[src/sac_cfg.svh]
// timing counts, widths and reset values for the conversion control
`ifndef SAC_CFG_SVH
`define SAC_CFG_SVH

`define SAC_SYS_PERIOD_NS 4
`define SAC_DEC_DLY_NS 50
`define SAC_DEC_DLY_CYC ((`SAC_DEC_DLY_NS + `SAC_SYS_PERIOD_NS - 1) / `SAC_SYS_PERIOD_NS)
`define SAC_OSC_HALF_NS 125
`define SAC_OSC_HALF_CYC (`SAC_OSC_HALF_NS / `SAC_SYS_PERIOD_NS)
`define SAC_NUM_BITS 8
`define SAC_FIRST_DEC_EDGE 4'h2
`define SAC_LAST_BIT 3'h7
`define SAC_CODE_RST 8'h00
`define SAC_CODE_START 8'h80
`define SAC_MSB_FLIP 8'h80

`endif

[src/sac_pkg.sv]
// types shared by the conversion control files
package sac_pkg;
    typedef enum logic [1:0] {
        sac_idle,
        sac_conv,
        sac_dly
    } sac_state_t;
endpackage

[src/sac_conv_ctrl.sv]
// top of the conversion control: start decode, bit timing, busy, interrupt, read port
//
// Overview of operation
// - output straight binary with 0 V negative supply, twos complement with -5 V.
// - start on falling strobe, or on chip-select and read both low.
// - reset leaves conversion alone, only forces interrupt inactive high.
// - uncleared interrupt does not disturb later conversions.
// - MSB decided 50 ns after second qualified falling clock edge after start.
// - later bits decided 50 ns after each edge; nine clock cycles total.
// - at end, approximation register goes to output latch, then clears.
// - hold on start, back to tracking when busy rises.
// - on-chip oscillator stops after conversion until next start.
// - result delivered as one parallel 8-bit word.
// - busy low for the whole conversion, high at its end.
// - interrupt low at completion, high on rising chip-select or read.
// - with strobe tied high, chip-select plus read starts, busy goes low and the conversion runs to its end.
`timescale 1ns/1ps
`include "sac_cfg.svh"
module sac_conv_ctrl (
    input wire logic clk_sys,
    input wire logic rstn,
    input wire logic por_n,
    input wire logic convert_strobe_n,
    input wire logic cs_n,
    input wire logic rd_n,
    input wire logic clk_ext,
    input wire logic use_int_osc,
    input wire logic vss_neg,
    input wire logic comp_in,
    output logic busy_n,
    output logic int_n,
    output logic hold,
    output logic osc_run,
    output logic osc_level,
    output logic [7:0] dac_trial,
    output logic [7:0] parallel_data_bus,
    output logic data_oe
);
    // ------------------------------------------------------------
    // declarations
    // ------------------------------------------------------------
    sac_pkg::sac_state_t state;
    sac_pkg::sac_state_t next_state;
    logic [3:0] edge_cnt;
    logic [3:0] next_edge_cnt;
    logic [7:0] since_start;
    logic [7:0] next_since_start;
    logic [7:0] dly_cnt;
    logic [7:0] next_dly_cnt;
    logic next_busy_n;
    logic next_int_n;
    logic next_hold;
    logic next_osc_run;
    logic [7:0] next_bus;
    logic next_oe;
    logic prev_strobe_n;
    logic prev_cs_n;
    logic prev_rd_n;
    logic prev_sel;
    logic sel;
    logic strobe_fall;
    logic sel_fall;
    logic start_req;
    logic start_ok;
    logic cs_rise;
    logic rd_rise;
    logic conv_fall;
    logic sar_load;
    logic sar_decide;
    logic [2:0] bit_idx;
    logic conv_done;
    logic [7:0] result;
    logic [7:0] qual_dly;

    assign qual_dly = 8'(`SAC_DEC_DLY_CYC);

    // ------------------------------------------------------------
    // start and release decode
    // ------------------------------------------------------------
    assign sel = !cs_n && !rd_n;
    assign strobe_fall = prev_strobe_n && !convert_strobe_n;
    assign sel_fall = sel && !prev_sel;
    // strobe tied high leaves the read access as the only start
    assign start_req = strobe_fall || sel_fall;
    // a request during busy is dropped; host is expected not to send one
    assign start_ok = start_req && (state == sac_pkg::sac_idle);
    assign cs_rise = cs_n && !prev_cs_n;
    assign rd_rise = rd_n && !prev_rd_n;

    always_ff @(posedge clk_sys) begin
        if (!por_n) begin
            prev_strobe_n <= 1'b1;
            prev_cs_n <= 1'b1;
            prev_rd_n <= 1'b1;
            prev_sel <= 1'b0;
        end else begin
            prev_strobe_n <= convert_strobe_n;
            prev_cs_n <= cs_n;
            prev_rd_n <= rd_n;
            prev_sel <= sel;
        end
    end

    // ------------------------------------------------------------
    // conversion clock
    // ------------------------------------------------------------
    sac_clk_src u_clk_src (
        .clk_sys(clk_sys),
        .por_n(por_n),
        .run(osc_run),
        .use_int_osc(use_int_osc),
        .clk_ext(clk_ext),
        .conv_fall(conv_fall),
        .osc_level(osc_level)
    );

    // ------------------------------------------------------------
    // approximation register
    // ------------------------------------------------------------
    sac_sar u_sar (
        .clk_sys(clk_sys),
        .por_n(por_n),
        .load(sar_load),
        .decide(sar_decide),
        .bit_idx(bit_idx),
        .comp_in(comp_in),
        .trial(dac_trial),
        .result(result)
    );

    assign sar_load = start_ok;
    assign bit_idx = 3'(edge_cnt - `SAC_FIRST_DEC_EDGE);
    assign sar_decide = (state == sac_pkg::sac_dly) && (dly_cnt >= qual_dly - 8'h01);
    assign conv_done = sar_decide && (bit_idx == `SAC_LAST_BIT);

    // ------------------------------------------------------------
    // bit timing state machine
    // ------------------------------------------------------------
    // only por_n touches this group: rstn must not upset a running conversion
    always_comb begin
        next_state = state;
        next_edge_cnt = edge_cnt;
        next_since_start = since_start;
        next_dly_cnt = dly_cnt;
        case (state)
            sac_pkg::sac_idle: begin
                next_edge_cnt = 4'h0;
                next_dly_cnt = 8'h00;
                next_since_start = 8'h00;
                if (start_ok) begin
                    next_state = sac_pkg::sac_conv;
                end
            end
            sac_pkg::sac_conv: begin
                if (since_start < qual_dly) begin
                    next_since_start = since_start + 8'h01;
                end
                if (conv_fall) begin
                    // an edge too close to the start is not the first one
                    if (edge_cnt != 4'h0 || since_start >= qual_dly) begin
                        next_edge_cnt = edge_cnt + 4'h1;
                        if (edge_cnt + 4'h1 >= `SAC_FIRST_DEC_EDGE) begin
                            next_state = sac_pkg::sac_dly;
                            next_dly_cnt = 8'h00;
                        end
                    end
                end
            end
            sac_pkg::sac_dly: begin
                // decision lands one settle delay after the edge
                if (sar_decide) begin
                    next_dly_cnt = 8'h00;
                    if (conv_done) begin
                        next_state = sac_pkg::sac_idle;
                    end else begin
                        next_state = sac_pkg::sac_conv;
                    end
                end else begin
                    next_dly_cnt = dly_cnt + 8'h01;
                end
            end
            default: begin
                next_state = sac_pkg::sac_idle;
            end
        endcase
    end

    always_ff @(posedge clk_sys) begin
        if (!por_n) begin
            state <= sac_pkg::sac_idle;
            edge_cnt <= 4'h0;
            since_start <= 8'h00;
            dly_cnt <= 8'h00;
        end else begin
            state <= next_state;
            edge_cnt <= next_edge_cnt;
            since_start <= next_since_start;
            dly_cnt <= next_dly_cnt;
        end
    end

    // ------------------------------------------------------------
    // busy, hold and oscillator run
    // ------------------------------------------------------------
    always_comb begin
        next_busy_n = busy_n;
        next_hold = hold;
        next_osc_run = osc_run;
        if (start_ok) begin
            next_busy_n = 1'b0;
            next_hold = 1'b1;
            next_osc_run = 1'b1;
        end else if (conv_done) begin
            next_busy_n = 1'b1;
            next_hold = 1'b0;
            next_osc_run = 1'b0;
        end
    end

    always_ff @(posedge clk_sys) begin
        if (!por_n) begin
            busy_n <= 1'b1;
            hold <= 1'b0;
            osc_run <= 1'b0;
        end else begin
            busy_n <= next_busy_n;
            hold <= next_hold;
            osc_run <= next_osc_run;
        end
    end

    // ------------------------------------------------------------
    // completion interrupt
    // ------------------------------------------------------------
    // completion wins over any release in the same cycle
    always_comb begin
        next_int_n = int_n;
        if (conv_done) begin
            next_int_n = 1'b0;
        end else if (!rstn) begin
            next_int_n = 1'b1;
        end else if (cs_rise || rd_rise) begin
            next_int_n = 1'b1;
        end
    end

    // interrupt state never feeds the conversion path
    always_ff @(posedge clk_sys) begin
        if (!por_n) begin
            int_n <= 1'b1;
        end else begin
            int_n <= next_int_n;
        end
    end

    // ------------------------------------------------------------
    // read port
    // ------------------------------------------------------------
    always_comb begin
        next_oe = sel;
        next_bus = 8'h00;
        if (sel) begin
            // twos complement is offset binary with the top bit flipped
            next_bus = vss_neg ? (result ^ `SAC_MSB_FLIP) : result;
        end
    end

    always_ff @(posedge clk_sys) begin
        if (!por_n) begin
            parallel_data_bus <= 8'h00;
            data_oe <= 1'b0;
        end else begin
            parallel_data_bus <= next_bus;
            data_oe <= next_oe;
        end
    end
endmodule

[src/sac_clk_src.sv]
// conversion clock source: sampled external clock or gated on-chip oscillator
`timescale 1ns/1ps
`include "sac_cfg.svh"
module sac_clk_src (
    input wire logic clk_sys,
    input wire logic por_n,
    input wire logic run,
    input wire logic use_int_osc,
    input wire logic clk_ext,
    output logic conv_fall,
    output logic osc_level
);
    logic [7:0] osc_cnt;
    logic [7:0] next_osc_cnt;
    logic next_osc_level;
    logic prev_ext;
    logic next_prev_ext;
    logic next_conv_fall;

    always_comb begin
        next_osc_cnt = osc_cnt;
        next_osc_level = osc_level;
        next_prev_ext = clk_ext;
        next_conv_fall = 1'b0;
        if (run && use_int_osc) begin
            if (osc_cnt >= 8'(`SAC_OSC_HALF_CYC - 1)) begin
                next_osc_cnt = 8'h00;
                next_osc_level = ~osc_level;
                next_conv_fall = osc_level;
            end else begin
                next_osc_cnt = osc_cnt + 8'h01;
            end
        end else begin
            // oscillator halts low between conversions
            next_osc_cnt = 8'h00;
            next_osc_level = 1'b0;
            // external edges only count while a conversion runs
            next_conv_fall = run && !use_int_osc && prev_ext && !clk_ext;
        end
    end

    always_ff @(posedge clk_sys) begin
        if (!por_n) begin
            osc_cnt <= 8'h00;
            osc_level <= 1'b0;
            prev_ext <= 1'b1;
            conv_fall <= 1'b0;
        end else begin
            osc_cnt <= next_osc_cnt;
            osc_level <= next_osc_level;
            prev_ext <= next_prev_ext;
            conv_fall <= next_conv_fall;
        end
    end
endmodule

[src/sac_sar.sv]
// successive approximation register with its output latch
`timescale 1ns/1ps
`include "sac_cfg.svh"
module sac_sar (
    input wire logic clk_sys,
    input wire logic por_n,
    input wire logic load,
    input wire logic decide,
    input wire logic [2:0] bit_idx,
    input wire logic comp_in,
    output logic [7:0] trial,
    output logic [7:0] result
);
    logic [7:0] next_trial;
    logic [7:0] next_result;
    logic [7:0] dec_val;
    logic last;

    assign last = (bit_idx == `SAC_LAST_BIT);

    genvar gi;
    generate
        for (gi = 0; gi < `SAC_NUM_BITS; gi++) begin : g_bit
            // bit under test keeps comparator verdict; next lower bit is set for trial
            assign dec_val[gi] = (3'(7 - gi) == bit_idx) ? comp_in :
                                 ((3'(6 - gi) == bit_idx) && (gi != 7)) ? 1'b1 : trial[gi];
        end
    endgenerate

    always_comb begin
        next_trial = trial;
        next_result = result;
        if (load) begin
            next_trial = `SAC_CODE_START;
        end else if (decide) begin
            if (last) begin
                next_result = dec_val;
                next_trial = `SAC_CODE_RST;
            end else begin
                next_trial = dec_val;
            end
        end
    end

    always_ff @(posedge clk_sys) begin
        if (!por_n) begin
            trial <= `SAC_CODE_RST;
            result <= `SAC_CODE_RST;
        end else begin
            trial <= next_trial;
            result <= next_result;
        end
    end
endmodule

[config.mk]
export PLATFORM = sky130hd
export DESIGN_NAME = sac_conv_ctrl
export DESIGN_NICKNAME = d
export VERILOG_FILES = /design/src/sac_pkg.sv /design/src/sac_conv_ctrl.sv /design/src/sac_clk_src.sv /design/src/sac_sar.sv
export VERILOG_INCLUDE_DIRS = /design/src
export SDC_FILE = /design/constraint.sdc
export NUM_CORES = 1
export LEC_CHECK = 0
export ABC_AREA = 1
export BUFFER_PORTS_ARGS = -buffer_cell sky130_fd_sc_hd__buf_2
export CAP_MARGIN = 0
export CORE_UTILIZATION = 52
export CTS_CLUSTER_DIAMETER = 40
export DETAILED_ROUTE_END_ITERATION = 10
export PLACE_DENSITY = 0.75
export SYNTH_ARGS = -nofsm -noshare
export SYNTH_HDL_FRONTEND = slang
export SYNTH_SLANG_ARGS = --single-unit
[constraint.sdc]
create_clock -name clk_sys -period 1.5 [get_ports clk_sys]
set_input_delay 0.15 -clock clk_sys [delete_from_list [all_inputs] [get_ports clk_sys]]
set_output_delay 0.15 -clock clk_sys [all_outputs]
set_load 0.01 [all_outputs]
### Word level (Yosys, flattened, before mapping)

Index checks and enable logic that the tools add are counted.

| operators by class | value |
|---|---|
| add/subtract/negate cells | 5 |
| order comparisons | 5 |
| eq/ne operators | 17 |
| muxes and demuxes | 45 |
| bitwise gates (word level) | 5 |
| reduce and logical (&&, ||, !) cells | 39 |

Operators with widths:

| operator | count |
|---|---|
| 8-bit 2-to-1 mux | 9 |
| 1-bit 2-to-1 mux | 25 |
| 8-bit by 1-bit adder with 8-bit output, second input constant | 3 |
| 8-bit case mux with 3 select lines | 1 |
| 8-bit by 4-bit >= comparator with 1-bit output, second input constant | 2 |
| 8-bit case mux with 2 select lines | 1 |
| 3-bit == test, first input constant | 4 |
| 1-bit logical AND | 12 |
| 2-bit 2-to-1 mux | 5 |
| 2-bit != test, second input constant | 5 |
| 8-bit by 5-bit >= comparator with 1-bit output, second input constant | 1 |
| 1-bit zero test | 8 |
| 8-bit by 4-bit less-than comparator with 1-bit output, second input constant | 1 |
| 4-bit 2-to-1 mux | 2 |
| 4-bit case mux with 2 select lines | 1 |
| 2-bit by 3-bit == test with 1-bit output, first input constant | 2 |
| 2-bit case mux with 3 select lines | 1 |
| 2-bit AND reduction | 3 |
| 3-bit AND reduction | 2 |
| 2-bit nonzero test | 3 |
| 1-bit inverter | 5 |
| 5-bit AND reduction | 1 |
| 4-bit by 1-bit adder with 4-bit output, second input constant | 1 |
| 4-bit by 2-bit >= comparator with 1-bit output, second input constant | 1 |
| 15 further kinds | 17 |

| word-level totals | value |
|---|---|
| bits in registers | 64 |
| input port bits | 10 |
| output and inout port bits | 22 |
| word-level logic and storage cells | 135 |

### Logic depth before layout (Yosys ltp)

Gate-level depths: netlist of the first run.

| logic depth | value |
|---|---|
| word-level depth | 7 |
| depth in mapped cells | 12 |
| depth with buffers taken out | 12 |

### By module

From an unflattened synthesis of the first run, not the netlist that was laid out.

| second synthesis, totals | value |
|---|---|
| cells, all modules | 399 |
| area, all modules | 2972.9 um2 |

By module, submodules not included:

| module | times used | cells an instance | area an instance (um2) | seq. area each (um2) |
|---|---|---|---|---|
| sac_conv_ctrl | 1 | 228 | 1709.1 | 740.7 |
| sac_sar | 1 | 117 | 827.0 | 320.3 |
| sac_clk_src | 1 | 54 | 436.7 | 220.2 |

### Worst setup path after synthesis of the first run

No wires, ideal clock.

| timing path | value |
|---|---|
| kind | register to register |
| from | reg edge_cnt[1] |
| to | reg int_n |
| library setup time | 0.122 ns |
| arrival | 1.370 ns |
| required time | 1.378 ns |
| slack | 0.007 ns |
| stages on the path, launching flop included | 10 |
| buffers on the path | 2 |
| period minus slack after synthesis | 1.493 ns |
| cell sequence | dfxtp_1 ha_1 buf_2 inv_2 nand2_1 inv_1 nand2_2 buf_4 o31ai_1 nand2_1 |

| between the ends | value |
|---|---|
| word-level cells in the longest chain between the ends | 4 |
| elaborated cells on any way between the ends | 5 |
| classes of those cells | 1 x add/sub; 2 x eq/ne; 1 x mux; 1 x reduce/logical |

RTL lines:

| what | RTL line | RTL |
|---|---|---|
| start, declared | sac_conv_ctrl.sv:44 | `logic [3:0] edge_cnt;` |
| start signal, assigned | sac_conv_ctrl.sv:196 | `edge_cnt <= next_edge_cnt;` |
| 3-bit by 2-bit subtractor with 3-bit output (no source line) * | -- |  |
| 3-bit == test (no source line) * | -- |  |
| 1-bit logical AND * | sac_conv_ctrl.sv:134 | `` assign conv_done = sar_decide && (bit_idx == `SAC_LAST_BIT); `` |
| 3-bit by 1-bit != test with 1-bit output (no source line) / 1-bit 2-to-1 mux (equally long branches) | -- |  |
| end signal, assigned | sac_conv_ctrl.sv:252 | `int_n <= next_int_n;` |
| end, declared | sac_conv_ctrl.sv:31 | `output logic int_n,` |

Every way passes the cells marked *; elsewhere a longest branch is shown, timed or not.
A chain may end at the register's enable or synchronous reset.

### Final worst setup path of the first run

| timing path | value |
|---|---|
| from | reg since_start[1] |
| to | reg dly_cnt[1] |

| between the ends | value |
|---|---|
| word-level cells in the longest chain between the ends | 4 |

RTL lines:

| what | RTL line | RTL |
|---|---|---|
| start, declared | sac_conv_ctrl.sv:46 | `logic [7:0] since_start;` |
| start signal, assigned | sac_conv_ctrl.sv:197 | `since_start <= next_since_start;` |
| 8-bit by 4-bit >= comparator with 1-bit output | sac_conv_ctrl.sv:160 | `if (edge_cnt != 4'h0 \|\| since_start >= qual_dly) begin` |
| 1-bit logical OR | sac_conv_ctrl.sv:160 |  |
| 2-bit != test (no source line) | -- |  |
| 4-bit AND reduction (no source line) | -- |  |
| end signal, assigned | sac_conv_ctrl.sv:198 | `dly_cnt <= next_dly_cnt;` |
| end, declared | sac_conv_ctrl.sv:48 | `logic [7:0] dly_cnt;` |

No other way between the ends.

==> metrics, run 1 <==
Die X between 70 and 80 µm; synth warn 0; WL met3 around 220 µm; clock skew 4.81 ps; final core occ 0.675; Core ar. ~5200 µm²; initial antenna violation count 0; I/O pin cnt 32; Worst Setup Path Type reg -> reg; fraction of layout cells with a size suffix above 1 0.261; routed wl met2 roughly 2700 µm; H-tree depth 3; post-synthesis area per instance between 7 and 8 µm²; DIE AREA 5720 µm²; Hold Crit Depth 3; WL final between 5000 and 6000 µm; Max Cap Viol 0; Worst R2R Setup Slack 50 ps; mean routed wirelength per cell ~12 µm; Worst Path Arrival approximately 1700 ps; Clock Tree Buf Depth 2; Register Area 1290 µm²; Req. time, crit path 1740 ps; nets 440; area delta synth->final 23.8%; RSZ-0062 raised after global routing yes; Leak roughly 1.6 nW; multi-input logic area ~1400 µm²; worst stage delay on the critical path around 360 ps; Worst R2R Start since_start[1]; vias in the first global route 2171; site row count 26; Worst Hold Path EP prev_rd_n; CTS Buf Count 9; hold path startpoint rd_n; Final Critical Period approximately 1500 ps; Seq cells post-synth 64; CTS tree yes; Power Dens Cells 1460 nW/µm²; port bufs 31; count of final setup violators 0; crit path launch type flop; status complete, no violations; Syn Inst Count about 360; Post-route DRC 0; GRT Total Usage 0.217; Detail Placement HPWL approximately 4000 µm; GP Congestion ~0.86; max frequency 0.688 GHz; DR iter-0 viols between 100 and 150; total congestion overflow 0; DR top layer met4; root buffer cell clkbuf_8; n_diodes 0; RR Endpoint dly_cnt[1]; first-pass GRT wire length around 9100 µm; final worst-path cycle share 0.969; # clock sinks 64; final slew viol count 0; worst-skew pair later-pin latency between 300 and 400 ps; reg2reg path depth 12; crit path capture type flop; DR vias about 2.4k; Non-Filler Instances approximately 500; post-synthesis sequential area ratio 0.455; antenna-violating nets left 0; Worst path slowest cell dfxtp_2; CP cell instances inv_4 > ha_4 > inv_2 > nand3_2 > nand2_2 > nor2_4 > nand2_4 > nand2_4 > nor2_4 > nand2_1 > nand2_1 > nor2_1; Clk pin slew, worst setup/hold paths ~60 ps; initial core utilization 0.545; Hold Fails Final Rpt 0; Die Y about 76 µm; Post-Synthesis Cell Area around 2800 µm²; WL met1 between 2000 and 3000 µm; filler cell count 428; CP max FO 6; maximum vdd drop between 0.9 and 1 mV; Hold Path Class in -> reg; DR vias/cell ~4.9; Yosys cell types 35; DP Cell Count approximately 470; drt pass-1 iters 4; largest net degree at the start of global routing 22
[what timing repair did]
action,in CTS,in global routing
endpoints found under the hold margin,3,0
pin swaps,0,13
resized for setup,8,40
setup endpoints to repair,10,30
hold buffers,3,0
setup buffers,0,2
[routing by layer]
| metal | track usage | vias to the layer above |
|---|---|---|
| met3 | 0.0569 | 13 |
| met4 | 0.105 | 0 |
| li1 | - | 1269 |
| met1 | 0.256 | 1100 |
| met5 | 0 | - |
| met2 | 0.368 | 44 |
[state kept, by name, summed over array words and instances, names as in the netlist, 2 cells and up]
signal / cells
u_sar.result: 8
state: 2
parallel_data_bus: 8
dly_cnt: 8
since_start: 8
u_clk_src.osc_cnt: 8
u_sar.trial: 8
edge_cnt: 4
[cells in the mapped netlist]
cell type | number | share of area
dfxtp_1 | 64 | 0.45
nand2_1 | 59 | 0.079
nor2_1 | 51 | 0.068
inv_1 | 47 | 0.063
a21oi_1 | 29 | 0.052
o21ai_0 | 19 | 0.034
nand3_1 | 18 | 0.032
ha_1 | 13 | 0.058
a22oi_1 | 6 | 0.016
nor3b_1 | 5 | 0.013
inv_2 | 4 | 0.0053
nand2_4 | 4 | 0.016
nand4_1 | 4 | 0.0089
nor2_4 | 4 | 0.016
buf_4 | 3 | 0.0080
nand2_2 | 3 | 0.0067
o21bai_1 | 3 | 0.0080
xor2_1 | 3 | 0.0093
buf_1 | 2 | 0.0027
nor3_1 | 2 | 0.0036
o21a_1 | 2 | 0.0053
o22ai_1 | 2 | 0.0044
o31ai_1 | 2 | 0.0053
xnor2_1 | 2 | 0.0062
a211oi_1 | 1 | 0.0027
a211oi_2 | 1 | 0.0044
a31oi_1 | 1 | 0.0022
buf_2 | 1 | 0.0018
clkbuf_1 | 1 | 0.0013
clkbuf_2 | 1 | 0.0018
clkinv_1 | 1 | 0.0013
conb_1 | 1 | 0.0013
nand3b_1 | 1 | 0.0027
nor2_2 | 1 | 0.0022
nor3b_2 | 1 | 0.0044
[kinds of logic after synthesis]
logic type               after synthesis  synth area share
AND/OR/NAND/NOR                      153             0.252
AO/OA/AOI/OAI                         66             0.134
adder cells (fa/ha/maj)               13            0.0577
flip-flops                            64             0.455
XOR/XNOR                               5            0.0155
other                                  1           0.00133
buffers and inverters                 60            0.0848
[layout by cell type, fill, tap and decap left out, types with 6 or more instances in the layout]
cell / netlist / layout
ha_1: 13 / 8
o21ai_0: 19 / 12
inv_1: 47 / 39
inv_2: 4 / 10
nand2_2: 3 / 8
buf_2: 1 / 31
nor2_1: 51 / 50
buf_4: 3 / 14
clkbuf_8: 0 / 10
nand3_1: 18 / 15
o21ai_1: 0 / 7
dfxtp_1: 64 / 58
nand2_1: 59 / 53
a22oi_1: 6 / 6
a21oi_1: 29 / 28
[power by group]
part	total (mW)	internal [mW]	switching (mW)
clock network	1.43	0.795	0.632
logic	1.69	0.653	1.04
registers	1.97	1.83	0.137
[worst max-delay path by stage]
stage                            end  cells past startpoint            from  slack [ps]
after floorplan                int_n                      9     edge_cnt[1]           7
after global placement    dly_cnt[1]                     12     edge_cnt[0]          -5
after detailed placement  dly_cnt[1]                     12     edge_cnt[0]         -20
after CTS                 dly_cnt[1]                     12     edge_cnt[0]           5
after global routing      dly_cnt[1]                     12  since_start[0]         -30
final                     dly_cnt[1]                     12  since_start[1]          50
[metrics by stage]
stage          hold slack, ps  power [mW]  setup slack [ps]  cell area (µm²)  TNS (ps)
6_report                 45.4        5.09              46.5             3490         0
2_1_floorplan             233        3.03              7.42             2830         0
5_1_grt                  79.5        5.41             -34.9             3490     -96.2
4_1_cts                  34.2        4.88              4.70             3360         0
3_5_place_dp              339        3.42             -23.3             3130     -56.9
3_3_place_gp              339        3.40             -5.34             3130     -5.34
[final cells by class]
class | count | share of cell area
repair buffers | 50 | 0.0896
flip-flops and latches | 64 | 0.371
inverters | 52 | 0.0574
clock inverters | 4 | 0.0129
clock buffers | 11 | 0.0405
well taps | 70 | 0.0251
multi-input cells | 240 | 0.404
[worst max-delay path: cells and delay by family (launching register included)]
family        cells  cell delay (ps)
fa+ha+maj         1              160
simple gates      9              720
buf+inv           2              110
flops             1              360
Power figures use the tool's default switching activity.
==> run 2, diff against run 1 <==
Settings changed: SETUP_SLACK_MARGIN set to 0.05.
==> metrics, run 2 (synthesis results as in run 1) <==
Die Y roughly 76 µm; root buffer cell clkbuf_8; nets approximately 450; crit path buf inv count 2; I/O pin cnt 32; Final Critical Period around 1500 ps; Power Dens Cells 1470 nW/µm²; DR vias between 2k and 3k; crit path launch type flop; Req. time, crit path roughly 1800 ps; Worst path slowest cell dfxtp_4; initial antenna violation count 0; CP cell instances buf_6 > ha_4 > nand2_1 > nand2_1 > nor2_1 > nand2_1 > nand2_4 > nor2_4 > buf_4 > nor3b_2; Register Area 1290 µm²; fraction of layout cells with a size suffix above 1 0.312; WL final around 6000 µm; Core ar. about 5200 µm²; most common cell after layout, fill and taps aside dfxtp_1; final slew viol count 0; GRT Total Usage 0.225; total congestion overflow 0; maximum vdd drop 0.830 mV; Worst Path Arrival roughly 1700 ps; DR vias/cell roughly 5; commonest non-fill, non-tap cells in the layout 57 x dfxtp_1, 50 x nand2_1, 47 x nor2_1, 39 x inv_1, 31 x buf_2; port bufs 31; initial core utilization 0.545; CTS Buf Count 9; multi-input logic area between 1000 and 1500 µm²; Die X 75.6 µm; mean routed wirelength per cell between 10 and 15 µm; DR iter-0 viols 111; first-pass GRT wire length roughly 9500 µm; clock skew 8.29 ps; area delta synth->final 29.6%; max frequency between 0.6 and 0.7 GHz; vias in the first global route around 2.2k; largest net degree at the start of global routing 22; Critical Path Most Common Cell nand2_1; RSZ-0062 raised after global routing yes; Leak approximately 1.6 nW; Worst Setup Path Type reg -> reg; worst-skew pair later-pin latency between 300 and 400 ps; Hold Path Class in -> reg; Clk pin slew, worst setup/hold paths 70 ps; status complete, no violations; # clock sinks 64; Post-route DRC 0; Crit path max-delay family simple AND/OR/NAND/NOR gates; count of final setup violators 0; antenna-violating nets left 0; CTS tree yes; filler cell count slightly below 400; H-tree depth 3; Hold Fails Final Rpt 0; n_diodes 0; Hold WS roughly 42 ps; final worst-path cycle share 0.972; Detail Placement HPWL slightly above 4000 µm; site row count 26; GP Congestion ~0.85; CP max FO 6; crit path capture type flop; drt pass-1 iters 5; setup TNS 0 ps; DIE AREA between 5000 and 6000 µm²; Max Cap Viol 0; worst stage delay on the critical path around 370 ps; Clock Tree Buf Depth 2
run 2: cell count changes in the layout (fill, tap and decap cells not counted), sizes merged:
cell and change:
buf +11, bufinv -1, clkbuf -1, clkinv -2, clkinvlp +4, inv +1
run 2: through the flow:
stage / area [µm²] / util / instances / power (mW) / setup WS [ps]
after global routing: 3650 / 0.706 / 503 / 5.69 / -63.3
after floorplan: 2830 / - / 364 / 3.04 / 59.6
after detailed placement: 3170 / 0.612 / 476 / 3.46 / -78.3
after global placement: 3170 / 0.612 / 476 / 3.42 / -5.51
final: 3650 / 0.706 / 503 / 5.36 / 41.8
after CTS: 3480 / 0.674 / 499 / 4.98 / 50.6
run 2: per-layer routing:
metal	vias to the layer above	wire length, µm	GRT usage
li1	1288	-	-
met1	1147	2740	0.269
met2	59	3000	0.378
met3	16	242	0.0529
met4	0	171	0.119
met5	-	0	0
run 2: area by class of cell:
class	count	share of cell area
flip-flops and latches	64	0.355
inverters	52	0.0548
multi-input cells	240	0.407
repair buffers	61	0.110
clock inverters	6	0.0120
clock buffers	10	0.0377
well taps	70	0.0240
run 2: final timing paths:
kind	from	end	slack, ps	cells after the start
max	edge_cnt[1]	dly_cnt[6]	40	10
min reg2reg	u_sar.result[1]	parallel_data_bus[1]	450	2
max reg2reg	edge_cnt[1]	dly_cnt[6]	40	10
min	rd_n	prev_rd_n	40	3
run 2: power breakdown:
part           switching (mW)  internal, mW  total (mW)
Sequential              0.137          1.83        1.97
Combinational            1.19         0.846        2.04
Clock                   0.703         0.646        1.35
run 2: repair_timing:
item,CTS,global route
cloned,0,0
hold buffers,3,0
buffers inserted,4,4
setup endpoints to repair,24,35
endpoints found under the hold margin,3,0
pin swaps,8,23
resized for setup,21,46
run 2: worst min-delay path, cell delays in order:
cell and delay [ps]:
buf_2 80, inv_1 50, nand2_1 80
